==> src/cmpdc_pkg.sv <==
// Shared constants and state types for the comparator digital control.
// Assumes one 100 MHz core clock and an AHB-Lite register bus.
// Operation
// - Hysteresis only while its enable bit set.
// - Sync bit routes Timer1-latched output.
// - Latch on Timer1 clock falling edge.
// - Prescale input picks the prescaled or source Timer1 clock for the latch.
// - Comparator output drives Timer1 gate source.
// - Enabled edge detector sets interrupt flag.
// - Software clears flag; coincident edge wins.
// - Polarity toggle, or on toggle while input high, raises edge.
// - Three-bit field selects positive input.
// - Three-bit field selects negative input.
// - Comparator off disconnects all inputs.
// - Shared pin with op-amp feeds amplifier output to inverting input.
// - Mirror reads outputs at bits 1:0.
// - Gain field selects 4x, 2x, 1x, off.
// - Ready flag needs enable and ready.
package cmpdc_pkg;
    // Register byte offsets on the bus.
    localparam logic [7:0] OFS_CTL_FIRST_A = 8'h00;
    localparam logic [7:0] OFS_CTL_FIRST_B = 8'h04;
    localparam logic [7:0] OFS_CTL_SECOND_A = 8'h08;
    localparam logic [7:0] OFS_CTL_SECOND_B = 8'h0c;
    localparam logic [7:0] OFS_MIRROR = 8'h10;
    localparam logic [7:0] OFS_FIXED_REF = 8'h14;
    localparam logic [7:0] OFS_FLAG = 8'h18;
    // Field positions of the first control register.
    localparam int ON_BIT = 7;
    localparam int OUT_BIT = 6;
    localparam int POL_BIT = 4;
    localparam int SP_BIT = 2;
    localparam int HYS_BIT = 1;
    localparam int SYNC_BIT = 0;
    // Field positions of the second control register.
    localparam int INTP_BIT = 7;
    localparam int INTN_BIT = 6;
    localparam int PCH_LSB = 3;
    localparam int NCH_LSB = 0;
    // Field positions of the fixed reference control register.
    localparam int REN_BIT = 7;
    localparam int RDY_BIT = 6;
    localparam int GAIN_LSB = 2;
    // Writable masks and reset values.
    localparam logic [7:0] MASK_CTL_FIRST = 8'h9f;
    localparam logic [7:0] MASK_CTL_SECOND = 8'hff;
    localparam logic [7:0] MASK_FIXED_REF = 8'hbf;
    localparam logic [7:0] RST_REG = 8'h00;
    // Input select codes.
    localparam logic [2:0] PCH_PIN = 3'h0;
    localparam logic [2:0] PCH_DAC = 3'h1;
    localparam logic [2:0] PCH_FVR = 3'h2;
    localparam logic [2:0] PCH_GND = 3'h3;
    localparam logic [2:0] NCH_PIN = 3'h0;
    localparam logic [2:0] NCH_PIN_SHARED = 3'h1;
    localparam logic [2:0] NCH_FVR = 3'h2;
    localparam logic [2:0] NCH_GND = 3'h3;
    // Comparator buffer gain codes.
    localparam logic [1:0] GAIN_OFF = 2'h0;
    localparam logic [1:0] GAIN_1X = 2'h1;
    localparam logic [1:0] GAIN_2X = 2'h2;
    localparam logic [1:0] GAIN_4X = 2'h3;
    // Bus constants.
    localparam logic [2:0] HSIZE_WORD = 3'h2;
    localparam logic OKAY = 1'b0;

    // State of one edge detector.
    typedef struct packed {
        logic cur;
        logic prev;
        logic flag;
    } cmpdc_edge_state_t;

    // State of the main block.
    typedef struct packed {
        logic [1:0][7:0] ctl_first;
        logic [1:0][7:0] ctl_second;
        logic [7:0] fixed_ref;
        logic [1:0] raw_s1;
        logic [1:0] raw_s2;
        logic rdy_s1;
        logic rdy_s2;
        logic wr_pend;
        logic rd_pend;
        logic hi_zero;
        logic [7:0] addr;
        logic [31:0] rdata;
    } cmpdc_main_state_t;
endpackage

==> src/cmpdc_t1_latch.sv <==
// Timer1-synchronised latch for the comparator outputs.
// Assumes Timer1 clocks arrive asynchronously and are sampled here.
`timescale 1ns/100ps
module cmpdc_t1_latch
    import cmpdc_pkg::*;
#(
    parameter int N = 2
) (
    input wire logic core_clk_in,
    input wire logic rstn_in,
    input wire logic timer_src_clk_in,
    input wire logic timer_pre_clk_in,
    input wire logic prescale_on_in,
    input wire logic [N-1:0] d_in,
    output logic [N-1:0] q_out
);
    // Synchroniser stages, edge history and latched value.
    typedef struct packed {
        logic t_s1;
        logic t_s2;
        logic t_prev;
        logic p_s1;
        logic p_s2;
        logic p_prev;
        logic [N-1:0] q;
    } cmpdc_latch_state_t;

    cmpdc_latch_state_t st, next_st;
    logic src_fall;
    logic pre_fall;
    logic fall;

    if (N < 1) begin : g_chk
        $error("cmpdc_t1_latch needs N of at least one");
    end

    ////////////////////////////////////////////////////////////////////
    // Falling edges of both Timer1 clocks; Timer1 counts on the rising
    // edge, so capturing on the falling one keeps the gate stable.
    always_comb begin
        src_fall = st.t_prev & ~st.t_s2;
        pre_fall = st.p_prev & ~st.p_s2;
        fall = prescale_on_in ? pre_fall : src_fall;
        next_st = st;
        next_st.t_s1 = timer_src_clk_in;
        next_st.t_s2 = st.t_s1;
        next_st.t_prev = st.t_s2;
        next_st.p_s1 = timer_pre_clk_in;
        next_st.p_s2 = st.p_s1;
        next_st.p_prev = st.p_s2;
        if (fall) begin
            next_st.q = d_in;
        end
    end

    // State register; everything clears on reset.
    always_ff @(posedge core_clk_in or negedge rstn_in) begin
        if (!rstn_in) begin
            st <= '0;
        end else begin
            st <= next_st;
        end
    end

    assign q_out = st.q;
endmodule

==> src/cmpdc_edge_det.sv <==
// Rising and falling edge detector with a sticky interrupt flag.
// Assumes its level input comes from logic on the same clock.
`timescale 1ns/100ps
module cmpdc_edge_det
    import cmpdc_pkg::*;
(
    input wire logic core_clk_in,
    input wire logic rstn_in,
    input wire logic level_in,
    input wire logic rise_en_in,
    input wire logic fall_en_in,
    input wire logic clear_in,
    output logic level_out,
    output logic flag_out
);
    cmpdc_edge_state_t st, next_st;
    logic fire;

    ////////////////////////////////////////////////////////////////////
    // Compare the current level with the one a cycle earlier.
    always_comb begin
        fire = (rise_en_in & st.cur & ~st.prev)
            | (fall_en_in & ~st.cur & st.prev);
        next_st.cur = level_in;
        next_st.prev = st.cur;
        // A new edge beats a clearing write in the same cycle.
        next_st.flag = fire | (st.flag & ~clear_in);
    end

    // State register; history and flag clear on reset.
    always_ff @(posedge core_clk_in or negedge rstn_in) begin
        if (!rstn_in) begin
            st <= '0;
        end else begin
            st <= next_st;
        end
    end

    assign level_out = st.cur;
    assign flag_out = st.flag;
endmodule

==> src/cmpdc_top.sv <==
// Comparator digital control: registers, synchronisation, edges.
// Assumes a single AHB-Lite master and asynchronous analog inputs.
`timescale 1ns/100ps
module cmpdc_top
    import cmpdc_pkg::*;
(
    input wire logic core_clk_in,
    input wire logic rstn_in,
    input wire logic hsel_in,
    input wire logic [31:0] haddr_in,
    input wire logic [1:0] htrans_in,
    input wire logic hwrite_in,
    input wire logic [2:0] hsize_in,
    input wire logic [31:0] hwdata_in,
    input wire logic hready_in,
    output logic hreadyout_out,
    output logic hresp_out,
    output logic [31:0] hrdata_out,
    input wire logic [1:0] cmp_raw_in,
    input wire logic timer_src_clk_in,
    input wire logic timer_pre_clk_in,
    input wire logic timer_prescale_on_in,
    input wire logic reference_ready_in,
    input wire logic [1:0] opamp_enable_in,
    output logic [1:0] comparator_on_out,
    output logic [1:0] hysteresis_enable_out,
    output logic [1:0] speed_power_select_out,
    output logic [1:0] inputs_connect_out,
    output logic [5:0] positive_input_select_out,
    output logic [5:0] negative_input_select_out,
    output logic [1:0] opamp_to_inverting_out,
    output logic [1:0] timer_gate_out,
    output logic [1:0] comparator_int_flag_out,
    output logic [1:0] comparator_buffer_gain_out,
    output logic comparator_buffer_on_out,
    output logic reference_enable_out,
    output logic reference_ready_flag_out
);
    // Main state and its next value.
    cmpdc_main_state_t st, next_st;
    // Polarised comparator levels before the optional synchroniser.
    logic [1:0] polar;
    // Timer1-latched copies of the polarised levels.
    logic [1:0] latched;
    // Level that feeds the edge detectors and the Timer1 gate.
    logic [1:0] routed;
    // Registered levels and flags from the edge detectors.
    logic [1:0] level;
    logic [1:0] flag;
    // Per-comparator flag clear pulses from a bus write.
    logic [1:0] clear;
    // Bus request taken in this cycle.
    logic take;
    // Data phase write that is to be applied now.
    logic wr_now;
    // Comparator on, polarity and sync bits.
    logic [1:0] on;
    logic [1:0] pol;
    logic [1:0] sync_en;

    ////////////////////////////////////////////////////////////////////
    // Returns the read value of a register at a byte offset.
    function automatic logic [7:0] reg_read(
        input cmpdc_main_state_t s,
        input logic [7:0] ofs,
        input logic [1:0] lv,
        input logic [1:0] fl
    );
        logic [7:0] v;
        v = 8'h00;
        unique case (ofs)
            OFS_CTL_FIRST_A: begin
                v = s.ctl_first[0] & MASK_CTL_FIRST;
                v[OUT_BIT] = lv[0];
            end
            OFS_CTL_FIRST_B: begin
                v = s.ctl_first[1] & MASK_CTL_FIRST;
                v[OUT_BIT] = lv[1];
            end
            OFS_CTL_SECOND_A: v = s.ctl_second[0];
            OFS_CTL_SECOND_B: v = s.ctl_second[1];
            // Bits 7 to 2 of the mirror stay zero.
            OFS_MIRROR: v = {6'h00, lv};
            OFS_FIXED_REF: begin
                v = s.fixed_ref & MASK_FIXED_REF;
                v[RDY_BIT] = s.fixed_ref[REN_BIT] & s.rdy_s2;
            end
            OFS_FLAG: v = {6'h00, fl};
            default: v = 8'h00;
        endcase
        return v;
    endfunction

    ////////////////////////////////////////////////////////////////////
    // Comparator path: the output is forced low while off, then the
    // polarity inverts it, so toggling polarity makes an edge, and toggling on does so while the raw level is high.
    always_comb begin
        for (int i = 0; i < 2; i++) begin
            on[i] = st.ctl_first[i][ON_BIT];
            pol[i] = st.ctl_first[i][POL_BIT];
            sync_en[i] = st.ctl_first[i][SYNC_BIT];
            polar[i] = (on[i] & st.raw_s2[i]) ^ pol[i];
            routed[i] = sync_en[i] ? latched[i] : polar[i];
        end
    end

    // Timer1 latch for both comparators.
    cmpdc_t1_latch #(
        .N(2)
    ) u_latch (
        .core_clk_in(core_clk_in),
        .rstn_in(rstn_in),
        .timer_src_clk_in(timer_src_clk_in),
        .timer_pre_clk_in(timer_pre_clk_in),
        .prescale_on_in(timer_prescale_on_in),
        .d_in(polar),
        .q_out(latched)
    );

    // One edge detector per comparator.
    for (genvar g = 0; g < 2; g++) begin : g_edge
        cmpdc_edge_det u_edge (
            .core_clk_in(core_clk_in),
            .rstn_in(rstn_in),
            .level_in(routed[g]),
            .rise_en_in(st.ctl_second[g][INTP_BIT]),
            .fall_en_in(st.ctl_second[g][INTN_BIT]),
            .clear_in(clear[g]),
            .level_out(level[g]),
            .flag_out(flag[g])
        );
    end

    ////////////////////////////////////////////////////////////////////
    // Bus slave. Writes finish with no wait; reads take one wait state
    // so that the read data comes from a flop and sees prior writes.
    always_comb begin
        take = hsel_in & htrans_in[1] & hready_in & ~st.rd_pend;
        wr_now = st.wr_pend & st.hi_zero;
        for (int i = 0; i < 2; i++) begin
            clear[i] = wr_now & (st.addr == OFS_FLAG) & hwdata_in[i];
        end
    end

    // Next state: synchronisers, register writes and bus sequencing.
    always_comb begin
        next_st = st;
        // Analog and reference levels pass two flops first.
        next_st.raw_s1 = cmp_raw_in;
        next_st.raw_s2 = st.raw_s1;
        next_st.rdy_s1 = reference_ready_in;
        next_st.rdy_s2 = st.rdy_s1;
        next_st.wr_pend = 1'b0;
        next_st.rd_pend = 1'b0;
        // Apply the write in its data phase; unmapped writes drop.
        if (wr_now) begin
            unique case (st.addr)
                OFS_CTL_FIRST_A: next_st.ctl_first[0] =
                    hwdata_in[7:0] & MASK_CTL_FIRST;
                OFS_CTL_FIRST_B: next_st.ctl_first[1] =
                    hwdata_in[7:0] & MASK_CTL_FIRST;
                OFS_CTL_SECOND_A: next_st.ctl_second[0] =
                    hwdata_in[7:0] & MASK_CTL_SECOND;
                OFS_CTL_SECOND_B: next_st.ctl_second[1] =
                    hwdata_in[7:0] & MASK_CTL_SECOND;
                OFS_FIXED_REF: next_st.fixed_ref =
                    hwdata_in[7:0] & MASK_FIXED_REF;
                default: next_st.fixed_ref = st.fixed_ref;
            endcase
        end
        // Read data is captured in the wait cycle.
        if (st.rd_pend) begin
            next_st.rdata = 32'h0000_0000;
            if (st.hi_zero) begin
                next_st.rdata[7:0] = reg_read(st, st.addr, level, flag);
            end
        end
        // Address phase; only whole-word writes are applied.
        if (take) begin
            next_st.addr = haddr_in[7:0];
            next_st.hi_zero = (haddr_in[31:8] == 24'h00_0000);
            next_st.wr_pend = hwrite_in & (hsize_in == HSIZE_WORD);
            next_st.rd_pend = ~hwrite_in;
        end
    end

    // State register.
    always_ff @(posedge core_clk_in or negedge rstn_in) begin
        if (!rstn_in) begin
            st <= '0;
        end else begin
            st <= next_st;
        end
    end

    ////////////////////////////////////////////////////////////////////
    // Outputs.
    assign hreadyout_out = ~st.rd_pend;
    assign hresp_out = OKAY;
    assign hrdata_out = st.rdata;
    always_comb begin
        for (int i = 0; i < 2; i++) begin
            comparator_on_out[i] = on[i];
            hysteresis_enable_out[i] = st.ctl_first[i][HYS_BIT];
            speed_power_select_out[i] = st.ctl_first[i][SP_BIT];
            // All inputs float while the comparator is off.
            inputs_connect_out[i] = on[i];
            positive_input_select_out[3*i +: 3] =
                st.ctl_second[i][PCH_LSB +: 3];
            negative_input_select_out[3*i +: 3] =
                st.ctl_second[i][NCH_LSB +: 3];
            opamp_to_inverting_out[i] = on[i] & opamp_enable_in[i]
                & (st.ctl_second[i][NCH_LSB +: 3] == NCH_PIN_SHARED);
        end
    end
    assign timer_gate_out = level;
    assign comparator_int_flag_out = flag;
    assign comparator_buffer_gain_out = st.fixed_ref[GAIN_LSB +: 2];
    assign comparator_buffer_on_out =
        (st.fixed_ref[GAIN_LSB +: 2] != GAIN_OFF);
    assign reference_enable_out = st.fixed_ref[REN_BIT];
    assign reference_ready_flag_out =
        st.fixed_ref[REN_BIT] & st.rdy_s2;
endmodule

==> config.mk <==
export PLATFORM = sky130hd
export DESIGN_NAME = cmpdc_top
export DESIGN_NICKNAME = d
export VERILOG_FILES = /design/src/cmpdc_pkg.sv /design/src/cmpdc_t1_latch.sv /design/src/cmpdc_edge_det.sv /design/src/cmpdc_top.sv
export SDC_FILE = /design/constraint.sdc
export NUM_CORES = 1
export LEC_CHECK = 0
export CAP_MARGIN = 10
export CORE_MARGIN = 4
export CORE_UTILIZATION = 55
export DETAILED_ROUTE_END_ITERATION = 12
export DONT_BUFFER_PORTS = 1
export PLACE_DENSITY = 0.75
export SYNTH_ARGS = -nofsm -noshare
export SYNTH_HDL_FRONTEND = slang
export SYNTH_SLANG_ARGS = --single-unit
==> constraint.sdc <==
create_clock -name core_clk_in -period 2.92 [get_ports core_clk_in]
set_input_delay 0.292 -clock core_clk_in [delete_from_list [all_inputs] [get_ports core_clk_in]]
set_output_delay 0.292 -clock core_clk_in [all_outputs]
set_load 0.05 [all_outputs]
==> reports/metrics.yaml <==
outcome:
  outcome: "finished clean"
drt:
  ant_nets: 0
  drc: 0
  drt_iter0_drc: 189
  via_count: 2240
  firstDrtPassIters: 4
  avgRoutedWirePerCell_um: 20.5
  vias_per_cell: 5.77
  detail_route.wirelength_um: 7950
floorplanning:
  start_util_pct: 56.6
  dieArea_mm2: 0.00844
  io-pin-count: 147
  die_h_um: 91.9
  core_area_mm2: 0.00683
  num_rows: 30
  die_w_um: 91.9
clocking:
  cts.sinks: 74
  post_cts_resized: 0
  cts-root-buf: "clkbuf_8"
  clock_latency_ns: 0.35
  cts_tree: "done"
  numCtsBuffers: 9
  clockBufferDepth: 2
  ctsHtreeMaxLevel: 3
  clk_pin_slew_ns: 0.08
power:
  cellLeakagePower_nw: 1.63
  power_density_mw_per_mm2: 632
  ir_drop_mv: 0.311
worst_hold_path:
  hold_path_class: "in2reg"
cells_and_area:
  n_antenna_cell: 0
  post-route-util_pct: 56.9
  area_growth_pct: 0.388
  drive_above_1_share_pct: 30.1
  num-fill-cells: 568
  fin_nets: 369
  final_cells: 388
setup_path:
  end_kind: "flip-flop"
  cp.required_ns: 3.16
  critPathMaxStageDelay_ns: 0.93
  crit_type: "reg2reg"
  worstPathCellList: "and2b_1 > nand4_4 > mux2_2"
  cp_slowest_cell: "dfrtp_1"
  cp.arrival_ns: 2.21
  crit_fanout: 29
  start_kind: "flip-flop"
timing:
  fmax_ghz: 0.509
  finalHoldViolCount: 0
  worst_slack_ns: 0.957
  tns_ns: 0
  tightest_slew_ns: 0.894
  drv_slew: 0
  period_share_pct: 67.2
  maxSlewHeadroom_pct: 40.4
  fin_crit_ns: 1.96
  rsz0062_at_grt: "false"
  holdWs_ns: 0.0656
  finClkSkew_ns: 0.00578
  setup_viol: 0
yosys:
  synth_edf_count: 0
  synthesis.area_mm2: 0.00387
  ys_dominant_reg_cell: "dfrtp_1"
  ys_async_sr_fraction_pct: 100
  synth_area_leaders: "dfrtp_1 (48%), mux2_2 (16%), buf_4 (12%)"
  yosys_register_bits: 74
  synthCells: 312
  seq_area_frac_synth_pct: 47.8
  synth_cell_types: 46
  yosysWarnings: 0
  syn_avg_cell_area_um2: 12.4
  synth_top_cell_by_area: "dfrtp_1"
  yosys.area.top_type_share_pct: 47.8
placed_design:
  numPortBuffers: 0
  dp_hpwl_um: 5540
  dp_slack_ns: 0.965
  gp_congestion: 0.830
  placed_cells: 364
global_route:
  grt_first_pass_wirelength_um: 12700
  grt_overflow: 0
  globalRouteTotalUtil_pct: 19.6
  grt_max_degree: 75
  grt_pass1_vias: 2291
  antenna_found_initial: 0
job:
  drv_cap: 0
cell usage in the layout (no fill, tap or decap), types with 5 or more instances in the layout:
cell type	instances
dlygate4sd3_1	7
nand4_1	5
inv_1	6
nor4_1	6
buf_4	5
and4b_1	8
nand2_1	6
and3b_1	8
nor2_1	6
mux2_2	55
clkbuf_8	9
conb_1	25
dfrtp_1	74
nand3_1	5
synth_stat cells, types with 5 or more instances:
master / instances
and3b_1: 8
and4b_1: 8
buf_2: 8
buf_4: 61
dfrtp_1: 74
inv_1: 6
mux2_2: 55
nand2_1: 6
nand3_1: 5
nand4_1: 5
nor2_1: 6
nor4_1: 6
state kept, by name, indices dropped and copies added (netlist names):
signal,count
st,26
next_st,3
u_latch.st,2
g_edge.u_edge.st,2
comparator_buffer_gain_out,2
comparator_on_out,2
pol,2
u_latch.q_out,2
g_edge.u_edge.flag_out,2
speed_power_select_out,2
negative_input_select_out,6
reference_enable_out,1
hrdata_out,8
g_edge.u_edge.level_out,2
hysteresis_enable_out,2
u_latch.next_st,4
positive_input_select_out,6
stage by stage:
stage                     area, um^2  total power, mW
after global placement          3590             1.62
after CTS                       3880             2.47
final                           3880             2.45
after detailed placement        3590             1.63
after floorplan                 3960             1.64
after global routing            3880             2.57
what timing repair did:
item	CTS	global route
setup buffers	0	0
hold endpoints to repair	80	0
hold buffers	8	0
worst max-delay path: cells and delay by family, from the launching register on:
family / cells / cell delay (ns)
flops: 1 / 0.93
mux: 1 / 0.37
simple gates: 2 / 0.56
worst paths after layout:
| kind | startpoint | end | slack (ns) | cells after the start |
|---|---|---|---|---|
| setup reg to reg | st[34] | st[54] | 0.96 | 3 |
| setup / recovery | st[34] | st[54] | 0.96 | 3 |
| hold reg to reg | next_st[43] | st[43] | 0.35 | 0 |
| max in group asynchronous | rstn_in | st[76] | 2.14 | 2 |
| hold / removal | hwdata_in[6] | st[63] | 0.07 | 1 |
| min in group asynchronous | rstn_in | u_latch.next_st[5] | 0.48 | 2 |
routing by layer:
metal	track usage (%)	share of wire (%)
met5	0	0
met1	25.0	41
met4	7.80	1.5
met3	5.50	8.5
met2	31.6	49
cell type report:
| cell class | instances | area, um^2 | area share (%) |
|---|---|---|---|
| sequential | 74 | 1850 | 47.7 |
| multi-input combinational | 183 | 1560 | 40.0 |
| timing repair buffer | 13 | 135 | 3.48 |
| clock buffer | 9 | 124 | 3.19 |
| tap | 96 | 120 | 3.09 |
| clock inverter | 7 | 76.3 | 1.96 |
| inverter | 6 | 22.5 | 0.580 |
cell families (layout without fill, tap and decap cells):
group,Yosys count,count (layout),synth area share (%)
DFF,74,74,47.9
and+or+nand+nor,71,71,15.1
AOI/OAI and AO/OA,28,28,5.63
xor gates and xnor gates,2,2,0.453
muxes,57,57,16.6
other,1,25,0.0969
buffers and inverters,79,35,14.3
power by group:
part	leakage, nW	internal (mW)	switching [mW]	total (mW)
Sequential	0.884	1.09	0.190	1.28
Combinational	0.651	0.149	0.210	0.359
Clock	0.0962	0.400	0.410	0.811
Total	1.63	1.64	0.810	2.45
No activity file was read; power rests on OpenSTA's default activity.
